`config.mk`:
```
export PLATFORM = sky130hd
export DESIGN_NAME = pbs_sequencer
export DESIGN_NICKNAME = d
export VERILOG_FILES = /design/src/hdl/pbs_pkg.sv /design/src/hdl/pbs_timer.sv /design/src/hdl/pbs_sequencer.sv
export SDC_FILE = /design/constraint.sdc
export NUM_CORES = 1
export LEC_CHECK = 0
export ABC_AREA = 0
export BUFFER_PORTS_ARGS = -buffer_cell sky130_fd_sc_hd__buf_2
export CORE_MARGIN = 1.5
export CORE_UTILIZATION = 58
export DETAILED_ROUTE_END_ITERATION = 10
export GPL_ROUTABILITY_DRIVEN = 0
export PLACE_DENSITY_LB_ADDON = 0.12
export SLEW_MARGIN = 20
export SYNTH_ARGS = -nofsm -noshare
export SYNTH_HDL_FRONTEND = slang
export SYNTH_SLANG_ARGS = --single-unit
```
`constraint.sdc`:
```
create_clock -name clk -period 2.3 [get_ports clk]
set_input_delay 0.345 -clock clk [delete_from_list [all_inputs] [get_ports clk]]
set_output_delay 0.345 -clock clk [all_outputs]
set_load 0.05 [all_outputs]
```
`src/hdl/pbs_pkg.sv`:
```
package pbs_pkg;
   localparam int unsigned CLK_MHZ = 100;
   // Times in their own units, as printed
   localparam int unsigned T_KEY_LOW_MS = 50;
   localparam int unsigned T_KEY_HIGH_US = 900;
   localparam int unsigned T_KEY_PW_MS = 40;
   localparam int unsigned T_STARTUP_MS = 400;
   localparam int unsigned T_HARD_RESET_S = 14;
   localparam int unsigned T_USB_MS = 100;
   localparam int unsigned T_EN_UP_US = 900;
   localparam int unsigned T_EN_DIS_US = 1;
   localparam int unsigned T_UP_STATE_S = 5;
   localparam int unsigned T_DN_STATE_S = 1;
   localparam int unsigned T_OK_HIGH_US = 1800;
   localparam int unsigned T_OK_LOW_US = 3;
   // Counters run on a 1 us tick; cycles per tick derived from rate
   localparam int unsigned TICK_CYC = CLK_MHZ;
   localparam int unsigned CNT_W = 24;
   localparam int unsigned C_KEY_LOW = T_KEY_LOW_MS * 1000;
   localparam int unsigned C_KEY_HIGH = T_KEY_HIGH_US;
   localparam int unsigned C_KEY_PW = T_KEY_PW_MS * 1000;
   localparam int unsigned C_STARTUP = T_STARTUP_MS * 1000;
   localparam int unsigned C_HARD_RESET = T_HARD_RESET_S * 1000000;
   localparam int unsigned C_USB = T_USB_MS * 1000;
   localparam int unsigned C_EN_UP = T_EN_UP_US;
   localparam int unsigned C_EN_DIS = T_EN_DIS_US;
   localparam int unsigned C_UP_STATE = T_UP_STATE_S * 1000000;
   localparam int unsigned C_DN_STATE = T_DN_STATE_S * 1000000;
   localparam int unsigned C_OK_HIGH = T_OK_HIGH_US;
   localparam int unsigned C_OK_LOW = T_OK_LOW_US;
   typedef enum logic [6:0] {
      state_hard_reset = 7'h01,
      state_off = 7'h02,
      state_startup_a = 7'h04,
      state_startup_b = 7'h08,
      state_running = 7'h10,
      state_shutdown_a = 7'h20,
      state_shutdown_b = 7'h40
   } pbs_state_t;
endpackage

```
`src/hdl/pbs_timer.sv`:
```
`timescale 1ns/1ps
// Counts ticks while run is high; restarts whenever run drops.
module pbs_timer #(
   parameter int unsigned W = 24
) (
   input wire logic clk,
   input wire logic reset_n,
   input wire logic tick,
   input wire logic run,
   input wire logic [W-1:0] limit,
   output logic done
);
   typedef struct packed {
      logic [W-1:0] cnt;
      logic done;
   } pbs_tmr_t;
   pbs_tmr_t s_ff, nxt_s;
   always_comb begin
      nxt_s = s_ff;
      if (!run) begin
         nxt_s.cnt = '0;
         nxt_s.done = 1'b0;
      end else if (tick && !s_ff.done) begin
         if (s_ff.cnt + 1'b1 >= limit) begin
            nxt_s.done = 1'b1;
         end
         nxt_s.cnt = s_ff.cnt + 1'b1;
      end
   end
   always_ff @(posedge clk) begin
      if (!reset_n) begin
         s_ff <= '0;
      end else begin
         s_ff <= nxt_s;
      end
   end
   assign done = s_ff.done;
endmodule

```
`src/hdl/pbs_sequencer.sv`:
```
`timescale 1ns/1ps
module pbs_sequencer
   import pbs_pkg::*;
#(
   parameter int unsigned KEY_LOW_CYC = C_KEY_LOW,
   parameter int unsigned KEY_HIGH_CYC = C_KEY_HIGH,
   parameter int unsigned KEY_PW_CYC = C_KEY_PW,
   parameter int unsigned STARTUP_CYC = C_STARTUP,
   parameter int unsigned HARD_RESET_CYC = C_HARD_RESET,
   parameter int unsigned USB_CYC = C_USB,
   parameter int unsigned EN_UP_CYC = C_EN_UP,
   parameter int unsigned EN_DIS_CYC = C_EN_DIS,
   parameter int unsigned UP_STATE_CYC = C_UP_STATE,
   parameter int unsigned DN_STATE_CYC = C_DN_STATE,
   parameter int unsigned OK_HIGH_CYC = C_OK_HIGH,
   parameter int unsigned OK_LOW_CYC = C_OK_LOW,
   parameter int unsigned TICK_DIV = TICK_CYC
) (
   input wire logic clk,
   input wire logic reset_n,
   input wire logic key_n_in,
   input wire logic usb_present_in,
   input wire logic buck_en_in,
   input wire logic buck_in_reg_in,
   input wire logic ldo_in_reg_in,
   input wire logic shutdown_req_in,
   output logic key_status_oe,
   output logic key_status_out,
   output logic regs_ok_oe,
   output logic regs_ok_out,
   output logic buck_on_out,
   output logic ldo_on_out,
   output pbs_pkg::pbs_state_t state_out
);
   localparam int unsigned NT = 12;
   localparam int unsigned T_KL = 0;
   localparam int unsigned T_KH = 1;
   localparam int unsigned T_PW = 2;
   localparam int unsigned T_SU = 3;
   localparam int unsigned T_HOLD = 4;
   localparam int unsigned T_USB = 5;
   localparam int unsigned T_EU = 6;
   localparam int unsigned T_ED = 7;
   localparam int unsigned T_UP = 8;
   localparam int unsigned T_DN = 9;
   localparam int unsigned T_OH = 10;
   localparam int unsigned T_OL = 11;

   typedef struct packed {
      logic [1:0] key_sync;
      logic [1:0] usb_sync;
      logic [1:0] en_sync;
      logic [1:0] bok_sync;
      logic [1:0] lok_sync;
      logic [7:0] div;
      logic tick;
      pbs_state_t st;
      logic key_low;
      logic ok_high;
      logic buck_on;
      logic ldo_on;
      logic usb_seen;
      logic en_armed;
      logic ok_pull;
   } pbs_seq_t;

   pbs_seq_t s_ff, nxt_s;
   logic [NT-1:0] run;
   logic [NT-1:0] done;
   logic [CNT_W-1:0] lim [NT];

   function automatic logic in_up(input pbs_state_t st);
      in_up = (st == state_startup_a) || (st == state_startup_b) ||
              (st == state_running);
   endfunction

   function automatic logic in_idle(input pbs_state_t st);
      in_idle = (st == state_hard_reset) || (st == state_off);
   endfunction

   logic key_lo, usb, en, all_ok;
   assign key_lo = !s_ff.key_sync[1];
   assign usb = s_ff.usb_sync[1];
   assign en = s_ff.en_sync[1];
   // Comparators sit in the analog; only enabled regulators count
   assign all_ok = (!s_ff.buck_on || s_ff.bok_sync[1]) &&
                   (!s_ff.ldo_on || s_ff.lok_sync[1]);

   assign lim[T_KL] = CNT_W'(KEY_LOW_CYC);
   assign lim[T_KH] = CNT_W'(KEY_HIGH_CYC);
   assign lim[T_PW] = CNT_W'(KEY_PW_CYC);
   assign lim[T_SU] = CNT_W'(STARTUP_CYC);
   assign lim[T_HOLD] = CNT_W'(HARD_RESET_CYC);
   assign lim[T_USB] = CNT_W'(USB_CYC);
   assign lim[T_EU] = CNT_W'(EN_UP_CYC);
   assign lim[T_ED] = CNT_W'(EN_DIS_CYC);
   assign lim[T_UP] = CNT_W'(UP_STATE_CYC);
   assign lim[T_DN] = CNT_W'(DN_STATE_CYC);
   assign lim[T_OH] = CNT_W'(OK_HIGH_CYC);
   assign lim[T_OL] = CNT_W'(OK_LOW_CYC);

   // Each timer restarts the moment its condition ends
   always_comb begin
      run = '0;
      run[T_KL] = key_lo && in_up(s_ff.st) && !s_ff.key_low;
      run[T_KH] = !key_lo && s_ff.key_low;
      run[T_PW] = s_ff.key_low;
      run[T_SU] = key_lo && in_idle(s_ff.st);
      run[T_HOLD] = key_lo && in_up(s_ff.st);
      run[T_USB] = usb && !s_ff.usb_seen && in_idle(s_ff.st);
      run[T_EU] = en && s_ff.en_armed &&
                  (s_ff.st == state_off);
      run[T_ED] = !en && s_ff.buck_on &&
                  (s_ff.st == state_running);
      run[T_UP] = (s_ff.st == state_startup_a) ||
                  (s_ff.st == state_startup_b);
      run[T_DN] = (s_ff.st == state_shutdown_a) ||
                  (s_ff.st == state_shutdown_b);
      run[T_OH] = all_ok && !s_ff.ok_high;
      run[T_OL] = !all_ok && s_ff.ok_high;
   end

   genvar g;
   generate
      for (g = 0; g < NT; g++) begin : g_tmr
         pbs_timer #(.W(CNT_W)) u_tmr (
            .clk(clk),
            .reset_n(reset_n),
            .tick(s_ff.tick),
            .run(run[g]),
            .limit(lim[g]),
            .done(done[g])
         );
      end
   endgenerate

   always_comb begin
      nxt_s = s_ff;
      // Pins except shutdown_req_in cross from outside, so two flops before use
      nxt_s.key_sync = {s_ff.key_sync[0], key_n_in};
      nxt_s.usb_sync = {s_ff.usb_sync[0], usb_present_in};
      nxt_s.en_sync = {s_ff.en_sync[0], buck_en_in};
      nxt_s.bok_sync = {s_ff.bok_sync[0], buck_in_reg_in};
      nxt_s.lok_sync = {s_ff.lok_sync[0], ldo_in_reg_in};
      nxt_s.tick = 1'b0;
      if (s_ff.div >= 8'(TICK_DIV - 1)) begin
         nxt_s.div = 8'h00;
         nxt_s.tick = 1'b1;
      end else begin
         nxt_s.div = s_ff.div + 8'h01;
      end
      // Status output: debounced key, held low for the min width
      if (done[T_KL]) begin
         nxt_s.key_low = 1'b1;
      end else if (done[T_KH] && done[T_PW]) begin
         nxt_s.key_low = 1'b0;
      end
      if (in_idle(s_ff.st)) begin
         nxt_s.key_low = 1'b0;
      end
      // Re-arm USB start only after power goes away
      if (!usb) begin
         nxt_s.usb_seen = 1'b0;
      end
      // Enable-up needs a low enable seen in off first, so an enable
      // held high through shutdown cannot bounce back to running
      if (s_ff.st != state_off) begin
         nxt_s.en_armed = 1'b0;
      end else if (!en) begin
         nxt_s.en_armed = 1'b1;
      end
      if (done[T_OH]) begin
         nxt_s.ok_high = 1'b1;
      end else if (done[T_OL]) begin
         nxt_s.ok_high = 1'b0;
      end
      case (s_ff.st)
         state_hard_reset, state_off: begin
            nxt_s.buck_on = 1'b0;
            nxt_s.ldo_on = 1'b0;
            if (done[T_SU]) begin
               nxt_s.st = state_startup_a;
            end else if (done[T_USB]) begin
               nxt_s.usb_seen = 1'b1;
               nxt_s.st = state_startup_b;
            end else if (done[T_EU] && s_ff.st == state_off) begin
               nxt_s.st = state_running;
               nxt_s.buck_on = 1'b1;
               nxt_s.ldo_on = 1'b1;
            end
         end
         state_startup_a, state_startup_b: begin
            nxt_s.buck_on = 1'b1;
            nxt_s.ldo_on = 1'b1;
            if (done[T_HOLD]) begin
               nxt_s.st = state_hard_reset;
            end else if (done[T_UP]) begin
               nxt_s.st = state_running;
            end
         end
         state_running: begin
            nxt_s.ldo_on = 1'b1;
            if (en) begin
               nxt_s.buck_on = 1'b1;
            end else if (done[T_ED]) begin
               nxt_s.buck_on = 1'b0;
            end
            if (done[T_HOLD]) begin
               nxt_s.st = state_hard_reset;
            end else if (shutdown_req_in) begin
               nxt_s.st = s_ff.key_low ? state_shutdown_a
                                       : state_shutdown_b;
            end
         end
         state_shutdown_a, state_shutdown_b: begin
            if (done[T_DN]) begin
               nxt_s.st = state_off;
               nxt_s.buck_on = 1'b0;
               nxt_s.ldo_on = 1'b0;
            end
         end
         default: begin
            nxt_s.st = state_hard_reset;
         end
      endcase
      if (s_ff.st == state_hard_reset || nxt_s.st == state_hard_reset) begin
         nxt_s.ok_high = nxt_s.ok_high && !(s_ff.st == state_hard_reset);
      end
      // Pin enable kept as its own flop so the output is registered
      nxt_s.ok_pull = !nxt_s.ok_high;
   end

   always_ff @(posedge clk) begin
      if (!reset_n) begin
         s_ff <= '{key_sync: 2'h3, usb_sync: 2'h0, en_sync: 2'h0,
                   bok_sync: 2'h0, lok_sync: 2'h0, div: 8'h00,
                   tick: 1'b0, st: state_hard_reset, key_low: 1'b0,
                   ok_high: 1'b0, buck_on: 1'b0, ldo_on: 1'b0,
                   usb_seen: 1'b0, en_armed: 1'b0, ok_pull: 1'b1};
      end else begin
         s_ff <= nxt_s;
      end
   end

   // Open drain: output always low, enable high pulls the pin
   assign key_status_out = 1'b0;
   assign key_status_oe = s_ff.key_low;
   assign regs_ok_out = 1'b0;
   assign regs_ok_oe = s_ff.ok_pull;
   assign buck_on_out = s_ff.buck_on;
   assign ldo_on_out = s_ff.ldo_on;
   assign state_out = s_ff.st;
endmodule

```
# Yosys cells after proc, flatten, opt, wreduce, memory -nomap -nowiden
# Index checks and enable logic that the tools add are counted.
dict set report word_totals {
  regBits 333
  latchBits 0
  ram_bits 0
  romBits 0
  inputBits 8
  out_inout_bits 13
  word_cells 194
  n_memories 0
}
dict set report classes {
  add_sub_neg 13
  mul 0
  div_mod_pow 0
  magnitude_cmp 13
  n_eq_ne 11
  n_shift 0
  muxes 26
  n_bitwise 1
  reduce_logical 91
}
# cell n
set op_table {}
lappend op_table {{24-bit by 1-bit adder with 24-bit output, second input constant} 12}
lappend op_table {{7-bit two-way mux} 9}
lappend op_table {{2-bit AND reduction} 25}
lappend op_table {{24-bit by 10-bit greater-or-equal comparator with 1-bit output, second input constant} 2}
lappend op_table {{24-bit by 16-bit greater-or-equal comparator with 1-bit output, second input constant} 2}
lappend op_table {{1-bit logical AND} 28}
lappend op_table {{7-bit one-hot mux with 4 select lines} 1}
lappend op_table {{24-bit by 1-bit greater-or-equal comparator with 1-bit output, second input constant} 1}
lappend op_table {{24-bit by 11-bit greater-or-equal comparator with 1-bit output, second input constant} 1}
lappend op_table {{24-bit by 17-bit greater-or-equal comparator with 1-bit output, second input constant} 1}
lappend op_table {{24-bit by 19-bit greater-or-equal comparator with 1-bit output, second input constant} 1}
lappend op_table {{24-bit by 2-bit greater-or-equal comparator with 1-bit output, second input constant} 1}
lappend op_table {{24-bit by 20-bit greater-or-equal comparator with 1-bit output, second input constant} 1}
lappend op_table {{24-bit by 23-bit greater-or-equal comparator with 1-bit output, second input constant} 1}
lappend op_table {{24-bit greater-or-equal comparator, second input constant} 1}
lappend op_table {{1-bit zero test} 22}
lappend op_table {{7-bit by 1-bit equality test with 1-bit output, second input constant} 2}
lappend op_table {{2-bit OR reduction} 6}
lappend op_table {{1-bit two-way mux} 11}
lappend op_table {{8-bit by 1-bit adder with 8-bit output, second input constant} 1}
lappend op_table {{8-bit by 7-bit greater-or-equal comparator with 1-bit output, second input constant} 1}
lappend op_table {{2-bit one-hot mux with 4 select lines} 1}
lappend op_table {{7-bit by 2-bit equality test with 1-bit output, second input constant} 1}
lappend op_table {{7-bit by 3-bit equality test with 1-bit output, second input constant} 1}
lappend op_table {{other kinds (14)} 22}

# Depth between registers and ports, before layout
# Gate-level depths: netlist of the first run.
dict set report logic_depth {
  word_depth 10
  mapped_depth 10
  depth_no_buf 8
}

# By module
# Synthesis of the first run repeated with hierarchy kept, for this count alone.
dict set report unflattened {
  cells_unflattened 3319
  area_unflattened_um2 26026.2
}
# module n_inst cells_each area_each_um2 seq_area_each_um2
set modules_own_cells {}
lappend modules_own_cells {{pbs_timer at g_tmr[0].u_tmr ...} 11 262 2035.7 500.5}
lappend modules_own_cells {{pbs_timer at g_tmr[9].u_tmr} 1 257 2013.2 500.5}
lappend modules_own_cells {pbs_sequencer 1 180 1620.3 660.6}

# Least setup slack after synthesis of the first run
# No wires, ideal clock.
dict set report synth_timing {
  kind {register to register}
  startpoint {register g_tmr[11].u_tmr.s_ff[5] (netlist name)}
  endpoint {register g_tmr[11].u_tmr.s_ff (netlist bit g_tmr[11].u_tmr.done)}
  setup_ns 0.129
  arrival_time_ns 2.083
  required_time_ns 2.171
  slack_ns 0.088
  path_stages_with_launch 10
  n_path_buf 2
  synth_period_minus_slack_ns 2.212
  cell_sequence {dfxtp_1 clkbuf_1 and3_1 and4_1 clkbuf_1 xnor2_1 a31oi_1 or4_1 nor3_1 a31oi_1}
}
dict set report synth_via {
  elab_chain_len 3
}
# element line
set synth_lines {}
lappend synth_lines {{from (decl)} pbs_timer.sv:17} ;# pbs_tmr_t s_ff, nxt_s;
lappend synth_lines {{from (signal assigned)} pbs_timer.sv:34} ;# s_ff <= nxt_s;
lappend synth_lines {{24-bit by 1-bit adder with 24-bit output} pbs_timer.sv:24} ;# if (s_ff.cnt + 1'b1 >= limit) begin
lappend synth_lines {{24-bit by 2-bit greater-or-equal comparator with 1-bit output} pbs_timer.sv:24}
lappend synth_lines {{2-bit AND reduction (no line)} -}
# No other way between the ends.
# A chain may end at the register's enable or synchronous reset.

# Final worst setup path of the first run
dict set report layout_timing {
  startpoint {register g_tmr[11].u_tmr.s_ff[1] (netlist name)}
  endpoint {register g_tmr[11].u_tmr.s_ff (netlist bit g_tmr[11].u_tmr.done)}
}
# Same word-level chain as after synthesis.

==> impl_metrics.json, run 1 <==
{
  "max_freq_ghz": 0.4551,
  "synth_edf_count": 0,
  "track_usage": 0.2382,
  "reg2reg_depth": 7,
  "cellLeakagePower_uw": 0.006936,
  "cts_buffer_depth": 3,
  "viasPerCell": 5.716,
  "syn_inst": 2295,
  "wl_met1_um": 18670,
  "yosysSeqAreaShare": 0.3655,
  "netlist_area_mm2": 0.01824,
  "async_flop_share": 0,
  "reg2reg_slack_ps": 100,
  "ys.flop_type": "dfxtp_1",
  "yosys_warnings": 0,
  "worstPathRequired_ps": 2680,
  "cts_tree": "built",
  "insertion_delay_ps": 520,
  "p_total_uw": 12100,
  "path_clk_slew_ps": 60,
  "tightest_slew_ps": 822.0,
  "rsz0062_at_grt": "yes",
  "postCtsSetupRepairBufs": 0,
  "first_pass_iters": 10,
  "grt.overflow.total": 0,
  "period_needed_ps": 2197,
  "wl_met2_um": 18130,
  "core_area_mm2": 0.03075,
  "cpPeakStageDelay_ps": 540,
  "clkSinkCount": 333,
  "post-route-period-util": 0.9554,
  "final_nets": 2368,
  "finalSetupViolCount": 0,
  "violations": "DRC",
  "cp-start-kind": "flip-flop",
  "grt_pass1_wl_um": 67740,
  "die_y_um": 180.3,
  "die_w_um": 180.3,
  "reg2reg_from": "g_tmr[11].u_tmr.s_ff[1]",
  "ys_ff_latch": 333,
  "ctsHoldBuffers": 0,
  "io_pins": 21,
  "wire_per_inst_um": 14.04,
  "antennaDiodeCount": 0,
  "wirelength_um": 38850,
  "areaGrowthSynthToFinish_pct": 12.09,
  "synth_cell_type_count": 84,
  "relSlewSlack": 0.4506,
  "cp_num_buf_inv": 0,
  "rows": 64,
  "drt_iter0_markers": 1117,
  "min_delay_path_depth": 2,
  "dp_hpwl_um": 26980,
  "hold_violations": 0,
  "drv_slew": 0,
  "die-area_mm2": 0.03252,
  "min_to": "nxt_s[30]",
  "endpoint_kind": "flip-flop",
  "avgSynthCellArea_um2": 7.948,
  "crit_slowest_cell": "or4_1",
  "nFillCells": 2640,
  "vias": 15810,
  "fin_skew_ps": 27.56,
  "placed_area_mm2": 0.01910,
  "grt_pass1_vias": 14892,
  "drive_gt1_frac": 0.1068,
  "cts_resized": 0,
  "wl_met3_um": 1231,
  "hp-start": "usb_present_in",
  "ant_nets": 0,
  "io_buffers": 18,
  "cp_max_fo": 4,
  "cts_root_buffer": "clkbuf_16",
  "drc": 1,
  "post-route-util": 0.6649,
  "status": "finished, violations left",
  "worstSetupPathType": "flip-flop to flip-flop",
  "cts-htree-levels": 2,
  "holdWs_ps": 31.34,
  "cap_violations": 0,
  "synth_top_area_cell": "dfxtp_1",
  "synth.area.top_cells": "dfxtp_1 37%, xor2_1 9.9%, nor2_1 7.7%",
  "path_cells": "ha_1, nor3_1, a31oi_1, or4_1, or4_1, nor3_1, a31oi_1",
  "worstReg2RegEnd": "g_tmr[11].u_tmr.done",
  "cpLargestDelayFamily": "simple AND/OR/NAND/NOR gates",
  "critPathArrivalTime_ps": 2580,
  "cts_made_buffers": 37,
  "start_util": 0.5932,
  "finalInstanceArea_mm2": 0.02045,
  "top_layer_used": "met4",
  "grt_start_max_net_pins": 28,
  "hold_class": "input pin to flip-flop",
  "antenna_found_initial": 0,
  "synth_top_area_share": 0.3655,
  "ir_worst_vdd_mv": 0.5048,
  "powerDensity_mw_per_mm2": 592.0
}
-- worst max-delay path by stage --
stage,to,slack [ps],cells past startpoint,from
after floorplan,g_tmr[11].u_tmr.done,90,9,g_tmr[11].u_tmr.s_ff[5]
after global placement,g_tmr[11].u_tmr.done,110,7,g_tmr[11].u_tmr.s_ff[1]
after detailed placement,g_tmr[6].u_tmr.done,90,8,g_tmr[6].u_tmr.s_ff[1]
after CTS,g_tmr[6].u_tmr.done,70,8,g_tmr[6].u_tmr.s_ff[1]
after global routing,g_tmr[6].u_tmr.done,-30,7,g_tmr[6].u_tmr.s_ff[11]
final,g_tmr[11].u_tmr.done,100,7,g_tmr[11].u_tmr.s_ff[1]
-- logic make-up (layout without fill, tap and decap cells) --
group                      Yosys count  after routing  synth area share
DFF                                333            333            0.3655
adders and majority gates           19             19           0.01303
and+or+nand+nor                   1159           1159            0.3159
xor gates and xnor gates           329            329            0.1580
muxes                               10             10          0.005762
AOI/OAI and AO/OA                  284            284            0.1017
other                                1              3         0.0002056
buffers and inverters              160            233           0.04006
-- layout by cell type, fill, tap and decap left out, drive strengths merged, types with 19 or more instances in the layout --
master / netlist / final
xnor2: 123 / 123
ha: 19 / 19
nand2: 216 / 216
dfxtp: 333 / 333
inv: 33 / 34
xor2: 206 / 206
o21ai: 59 / 59
nor3: 73 / 73
and3: 61 / 61
or3: 43 / 43
and2: 24 / 24
nor2b: 24 / 24
buf: 35 / 132
nand3: 140 / 140
nor4: 24 / 24
nand4: 98 / 98
a31oi: 44 / 44
a21oi: 70 / 70
nor2: 373 / 373
clkbuf: 92 / 50
-- cell type report --
cell class	count	area [µm²]	share of cell area
Clock buffer	50	1077	0.05269
Tap cell	396	495.5	0.02423
Clock inverter	18	207.7	0.01016
Timing Repair Buffer	132	958.4	0.04688
Sequential cell	333	6669	0.3262
Inverter	33	123.9	0.006058
Multi-Input combinational cell	1804	10910	0.5338
-- metrics by stage --
| step | setup TNS (ps) | instances | setup slack, ps |
|---|---|---|---|
| floorplan | 0 | 2297 | 88.27 |
| global placement | 0 | 2698 | 105.9 |
| detailed placement | 0 | 2698 | 85.48 |
| CTS | 0 | 2766 | 67.95 |
| global route | -35.15 | 2766 | -32.38 |
| finish | 0 | 2766 | 102.5 |
-- registers in the layout (all words and copies together), names as in the netlist, 5 cells and up --
register / cells
g_tmr.u_tmr.s_ff: 288
s_ff: 16
g_tmr.u_tmr.done: 12
state_out: 7
nxt_s: 5
-- routing by layer --
metal  vias up  GRT usage
met4         0    0.06689
met2       235     0.4101
met3        65    0.02971
li1       8072          -
met1      7438     0.3139
met5         -          0
-- where the power goes --
part	switching (µW)	internal (µW)
logic	125	58.7
registers	10.0	5780
clock network	2380	3750
total	2510	9590
-- cell usage after synthesis, types with 57 or more instances --
cell type	number
dfxtp_1	333
clkbuf_1	87
nand3_1	140
and3_1	57
xnor2_1	123
nand4_1	93
xor2_1	206
o21ai_0	58
nor3_1	67
nand2_1	215
a21oi_1	70
nor2_1	373
Power figures use the tool's default switching activity.
==> run 2, diff against run 1 <==
- CORE_UTILIZATION: 58 -> 59
- SYNTH_HIERARCHICAL: unset -> 1
==> run 2 against run 1 <==
- fmax fell by 14%
- hold slack got worse by 2.0 ps
- cell count rose by 68%
- critical path type unchanged
- synthesized cell count rose by 45%
- worst setup slack got worse by 370 ps
- the run ends with setup timing left
- critical endpoint is now g_tmr[11].u_tmr/done
- clock skew fell by 15 ps
- core utilization rose by 10 points
- sequential power barely moved
- combinational power rose to 4.0 times the previous value
==> impl_metrics.json, run 2 <==
{
  "status": "finished, violations left",
  "violations": "setup timing",
  "p_sw_uw": 3095,
  "netlist_area_mm2": 0.02603,
  "fin_skew_ps": 12.17,
  "ys.flop_type": "dfxtp_1",
  "layout_commonest_cell": "buf_4",
  "grt_pass1_vias": 24568,
  "endpoint_kind": "flip-flop",
  "min_delay_path_depth": 2,
  "drive_gt1_frac": 0.2240,
  "min_to": "nxt_s[26]",
  "path_clk_slew_ps": 60,
  "ys_ff_latch": 333,
  "worst_slack_ps": -264.8,
  "powerDensity_mw_per_mm2": 402.4,
  "dp_hpwl_um": 47700,
  "cap_violations": 0,
  "worstPathRequired_ps": 2780,
  "cellLeakagePower_uw": 0.01436,
  "hp-start": "buck_in_reg_in",
  "io_buffers": 18,
  "synth_edf_count": 0,
  "holdWs_ps": 29.35,
  "synth.area.top_cells": "dfxtp_1 26%, ha_1 14%, xnor2_1 7.6%",
  "grt.overflow.total": 0,
  "rsz0062_at_grt": "yes",
  "avgSynthCellArea_um2": 7.842,
  "wire_per_inst_um": 13.91,
  "final_nets": 4346,
  "drc": 0,
  "hold_violations": 0,
  "final_cell_mix": "477 x buf_4, 349 x nor2_1, 306 x inv_1, 291 x ha_1, 291 x conb_1",
  "reg2reg_from": "g_tmr[11].u_tmr/s_ff[2]",
  "power_frac_clock": 0.512,
  "placed_area_mm2": 0.03074,
  "reg2reg_slack_ps": -260,
  "relSlewSlack": 0.5951,
  "regMostFlops": "g_tmr.u_tmr/s_ff",
  "first_pass_iters": 5,
  "max_freq_ghz": 0.3899,
  "synth_cell_type_count": 64,
  "drv_slew": 0,
  "tightest_slew_ps": 592.0,
  "insertion_delay_ps": 550,
  "async_flop_share": 0,
  "synth_top_area_cell": "dfxtp_1",
  "largest_reg_flops": 288,
  "die_y_um": 213.0,
  "met2_usage": 0.5351,
  "grt_start_max_net_pins": 28,
  "cts_buffer_depth": 3,
  "areaGrowthSynthToFinish_pct": 27.36,
  "cp_max_fo": 3,
  "cp-start-kind": "flip-flop",
  "io_pins": 21,
  "vias": 24588,
  "yosysSeqAreaShare": 0.2561,
  "yosysMostFrequentCell": "nor2_1",
  "wirelength_um": 64640,
  "finalInstanceArea_mm2": 0.03315,
  "post-route-period-util": 1.115,
  "period_needed_ps": 2565,
  "switching_share": 0.2321,
  "core_area_mm2": 0.04327,
  "pre_cts_slack_ps": -291.2,
  "ant_nets": 0,
  "power_frac_seq": 0.434,
  "synth_top_area_share": 0.2561,
  "die-area_mm2": 0.04538,
  "hold_class": "input pin to flip-flop",
  "drt_iter0_markers": 1302,
  "worstSetupPathType": "flip-flop to flip-flop",
  "syn_inst": 3319,
  "cts_made_buffers": 41,
  "antenna_found_initial": 0,
  "track_usage": 0.2850,
  "top_usage_layer": "met2",
  "cts_tree": "built",
  "rows": 76,
  "worstReg2RegEnd": "g_tmr[11].u_tmr/done",
  "ir_worst_vdd_mv": 0.5360,
  "die_w_um": 213.0,
  "finalSetupViolCount": 12,
  "viasPerCell": 5.291,
  "p_int_uw": 10240,
  "grtUsageMet3": 0.03559,
  "cts_root_buffer": "clkbuf_16",
  "yosys_warnings": 6,
  "clkSinkCount": 333,
  "combPwrFrac": 0.055,
  "use_met1": 0.3298,
  "antennaDiodeCount": 0,
  "reg2reg_depth": 11,
  "synthTopCellsByCount": "398 x nor2_1, 333 x dfxtp_1, 306 x inv_1",
  "critPathArrivalTime_ps": 3050,
  "start_util": 0.6015,
  "cts-htree-levels": 2,
  "grt_pass1_wl_um": 109000
}
-- run 2: how the worst max path moves through the flow --
| stage | from | endpoint | slack [ps] |
|---|---|---|---|
| floorplan | g_tmr[2].u_tmr/s_ff[8] | g_tmr[2].u_tmr/done | -180 |
| global placement | g_tmr[11].u_tmr/s_ff[2] | g_tmr[11].u_tmr/done | -220 |
| detailed placement | g_tmr[10].u_tmr/s_ff[2] | g_tmr[10].u_tmr/done | -290 |
| CTS | g_tmr[11].u_tmr/s_ff[1] | g_tmr[11].u_tmr/done | -250 |
| global route | g_tmr[11].u_tmr/s_ff[2] | g_tmr[11].u_tmr/done | -390 |
| finish | g_tmr[11].u_tmr/s_ff[2] | g_tmr[11].u_tmr/done | -260 |
-- run 2: worst max-delay path, cell delays in order, from the launching register on --
cell and delay [ps]:
dfxtp_4 360, nand3_4 70, or3_4 370, or2_4 260
buf_6 130, nor2_4 90, xor2_2 80, ha_1 330
nand4_1 160, nor4_2 300, o211ai_1 150, a31oi_1 180
-- run 2: cells by family (layout without fill, tap and decap cells) --
group	Yosys count	count (layout)	synth area share
adders and majority gates	301	301	0.1447
DFF	333	333	0.2561
buffers and inverters	421	875	0.07187
AOI/OAI and AO/OA	506	506	0.1105
and+or+nand+nor	1312	1312	0.2671
xor gates and xnor gates	444	444	0.1494
other	2	291	0.0002886
-- run 2: final cells by class --
class / instances / area [µm²]
clock buffers: 51 / 1114
clock inverters: 17 / 270.3
fillers: 3148 / 10120
inverters: 307 / 1152
multi-input cells: 2854 / 19340
flip-flops and latches: 333 / 6784
well taps: 585 / 732.0
repair buffers: 500 / 3752
-- run 2: per-stage QoR --
| stage | utilization | TNS, ps | instances | power [µW] |
|---|---|---|---|---|
| floorplan | - | -2027 | 3608 | 6400 |
| global placement | 0.7106 | -1847 | 4538 | 6547 |
| detailed placement | 0.7106 | -3157 | 4538 | 6581 |
| CTS | 0.7570 | -2051 | 4636 | 13410 |
| global route | 0.7661 | -3648 | 4647 | 13810 |
| finish | 0.7661 | -2013 | 4647 | 13340 |
-- run 2: repair_timing --
item / in CTS / in global routing
hold endpoints to repair: 1 / 0
pin swaps: 107 / 104
buffers inserted: 29 / 11
endpoints found under the setup margin: 12 / 57
gates cloned: 0 / 0
hold buffers: 1 / 0
gates resized for setup: 124 / 77
-- run 2: power by group through the flow --
stage                     Sequential [µW]  Clock (µW)  Combinational [µW]
after floorplan                      5920           0                 479
after global placement               5920           0                 629
after detailed placement             5920           0                 661
after CTS                            5790        6950                 679
after global routing                 5780        7180                 847
final                                5790        6820                 729
-- run 2: routing by layer --
layer / part of all wire / up-vias
li1: - / 12498
met1: 0.43 / 11550
met2: 0.51 / 413
met3: 0.036 / 127
met4: 0.025 / 0
met5: 0 / -
==> run 3, diff against run 2 <==
- SETUP_SLACK_MARGIN: unset -> 0.05
- clock period: 2.3 -> 2.1 ns (I/O delays scaled with it)
==> run 3 against run 2 <==
- the flow still finishes with violations (setup timing)
- core utilization increased by 2.6 points
- clock skew decreased by 4.1 ps
- fmax increased by 1.1%
- sequential cell count unchanged
- design area increased by 3.4%
- power increased by 7.4%
- clock power increased by 4.5%
- worst setup slack got worse by 170 ps
- hold slack improved by 26 ps
- critical path type unchanged
- critical endpoint is now g_tmr[9].u_tmr/done
- largest power group unchanged
- highest routed layer unchanged
==> impl_metrics.json, run 3 (same netlist as run 2, synthesis figures left out) <==
{
  "track_usage": 0.2896,
  "die-area_mm2": 0.04538,
  "final-instance-count-excl-fill": 4745,
  "ant_nets": 0,
  "hold_class": "input pin to flip-flop",
  "antenna_found_initial": 0,
  "io_pins": 21,
  "critPathArrivalTime_ps": 2950,
  "hold_violations": 0,
  "cts_tree": "built",
  "combPwrFrac": 0.060,
  "cts_root_buffer": "clkbuf_16",
  "worst_slack_ps": -436.8,
  "die_w_um": 213.0,
  "wire_per_inst_um": 14.20,
  "p_total_uw": 14330,
  "finalInstanceArea_mm2": 0.03427,
  "final_cell_mix": "558 x buf_4, 321 x nor2_1, 306 x inv_1, 292 x ha_1, 291 x conb_1",
  "largest_reg_flops": 288,
  "worstReg2RegEnd": "g_tmr[9].u_tmr/done",
  "powerDensity_mw_per_mm2": 418.1,
  "p_int_uw": 10890,
  "tightest_slew_ps": 737.9,
  "grt_pass1_vias": 25244,
  "cts_buffer_depth": 3,
  "rows": 76,
  "cp_num_buf_inv": 1,
  "cap_violations": 0,
  "cpPeakStageDelay_ps": 330,
  "placed_area_mm2": 0.03144,
  "endpoint": "g_tmr[9].u_tmr/done",
  "power_frac_seq": 0.442,
  "die_y_um": 213.0,
  "start_util": 0.6015,
  "period_needed_ps": 2537,
  "fin_skew_ps": 8.031,
  "core_area_mm2": 0.04327,
  "critical_path_depth": 11,
  "place_inst": 4624,
  "drc": 0,
  "rsz0062_at_grt": "yes",
  "insertion_delay_ps": 550,
  "cp_common_cell": "nand4_1",
  "io_buffers": 18,
  "grt_start_max_net_pins": 25,
  "finalSetupViolCount": 21,
  "status": "finished, violations left",
  "drive_gt1_frac": 0.2553,
  "grt_pass1_wl_um": 110300,
  "grt.overflow.total": 0,
  "path_clk_slew_ps": 60,
  "cts-htree-levels": 2,
  "reg2reg_slack_ps": -440,
  "drv_slew": 0,
  "post-route-period-util": 1.208,
  "reg2reg_from": "g_tmr[9].u_tmr/s_ff[11]",
  "antennaDiodeCount": 0,
  "vias": 25217,
  "regMostFlops": "g_tmr.u_tmr/s_ff",
  "max_freq_ghz": 0.3942,
  "p_sw_uw": 3437,
  "cp_max_fo": 4,
  "drt_iter0_markers": 1563,
  "cp-start-kind": "flip-flop",
  "violations": "setup timing",
  "ir_worst_vdd_mv": 0.5222,
  "dp_hpwl_um": 48630,
  "final_nets": 4440,
  "crit_slowest_cell": "a221o_1",
  "areaGrowthSynthToFinish_pct": 31.67,
  "hp-start": "usb_present_in",
  "reg2reg_depth": 11,
  "startpoint": "g_tmr[9].u_tmr/s_ff[11]",
  "cpLargestDelayFamily": "simple AND/OR/NAND/NOR gates",
  "switching_share": 0.2399,
  "cellLeakagePower_uw": 0.01487,
  "cts_made_buffers": 40,
  "endpoint_kind": "flip-flop",
  "worstSetupPathType": "flip-flop to flip-flop",
  "min_delay_path_depth": 2,
  "relSlewSlack": 0.5081,
  "first_pass_iters": 6,
  "clkSinkCount": 333,
  "worstPathRequired_ps": 2520,
  "viasPerCell": 5.314,
  "layout_commonest_cell": "buf_4",
  "path_cells": "and4_4, nand4_1, buf_4, nor3_4, xor2_1, ha_1, nand4_1, nor2_1, a221o_1, nor4_2, o22ai_1",
  "power_frac_clock": 0.498,
  "wirelength_um": 67390
}
run 3: cell types whose count changed in the layout (fill, tap and decap cells not counted), moves of 6 or more:
cell,change
buf_4,+81
nor3_2,-6
a21oi_2,+20
dfxtp_1,-8
nor2_4,+14
nor2_2,+14
nor2_1,-28
dfxtp_2,+11
a21oi_1,-21
run 3: through the flow:
step	util	TNS, ps	hold WS [ps]	worst slack [ps]
6_report	0.7920	-4843	55.77	-436.8
5_1_grt	0.7920	-7971	49.43	-574.7
4_1_cts	0.7726	-4690	4.667	-449.3
3_5_place_dp	0.7266	-6530	403.6	-497.9
3_3_place_gp	0.7266	-4665	404.3	-411.0
2_1_floorplan	-	-4835	386.3	-377.0
run 3: worst min-delay path by stage:
stage	endpoint	slack, ps
detailed placement	s_ff[32]	400
global placement	s_ff[32]	400
floorplan	s_ff[32]	390
global route	nxt_s[30]	50
finish	nxt_s[30]	60
CTS	nxt_s[24]	5
run 3: repair_timing:
action / CTS / global route
endpoints found under the hold margin: 3 / 1
cloned: 1 / 6
endpoints found under the setup margin: 56 / 110
pin swaps: 132 / 103
hold buffers: 3 / 1
setup buffers: 24 / 15
gates resized for setup: 142 / 146
run 3: layout make-up:
class / count / area, µm²
multi-input cells: 2855 / 19670
clock inverters: 15 / 171.4
fillers: 2934 / 8997
well taps: 585 / 732.0
inverters: 307 / 1152
flip-flops and latches: 333 / 6787
clock buffers: 56 / 1162
repair buffers: 594 / 4592
run 3: routing by layer:
| metal | part of all wire | track usage | wire length, µm |
|---|---|---|---|
| met1 | 0.41 | 0.3267 | 27960 |
| met2 | 0.52 | 0.5488 | 34740 |
| met3 | 0.040 | 0.03780 | 2685 |
| met4 | 0.030 | 0.1088 | 2001 |
| met5 | 0 | 0 | 0 |
run 3: power by group through the flow:
stage                     combinational, µW  sequential [µW]  clock, µW
after CTS                               783             6340       7280
after floorplan                         526             6490          0
final                                   856             6340       7130
after global routing                    986             6340       7510
after global placement                  714             6480          0
after detailed placement                753             6480          0
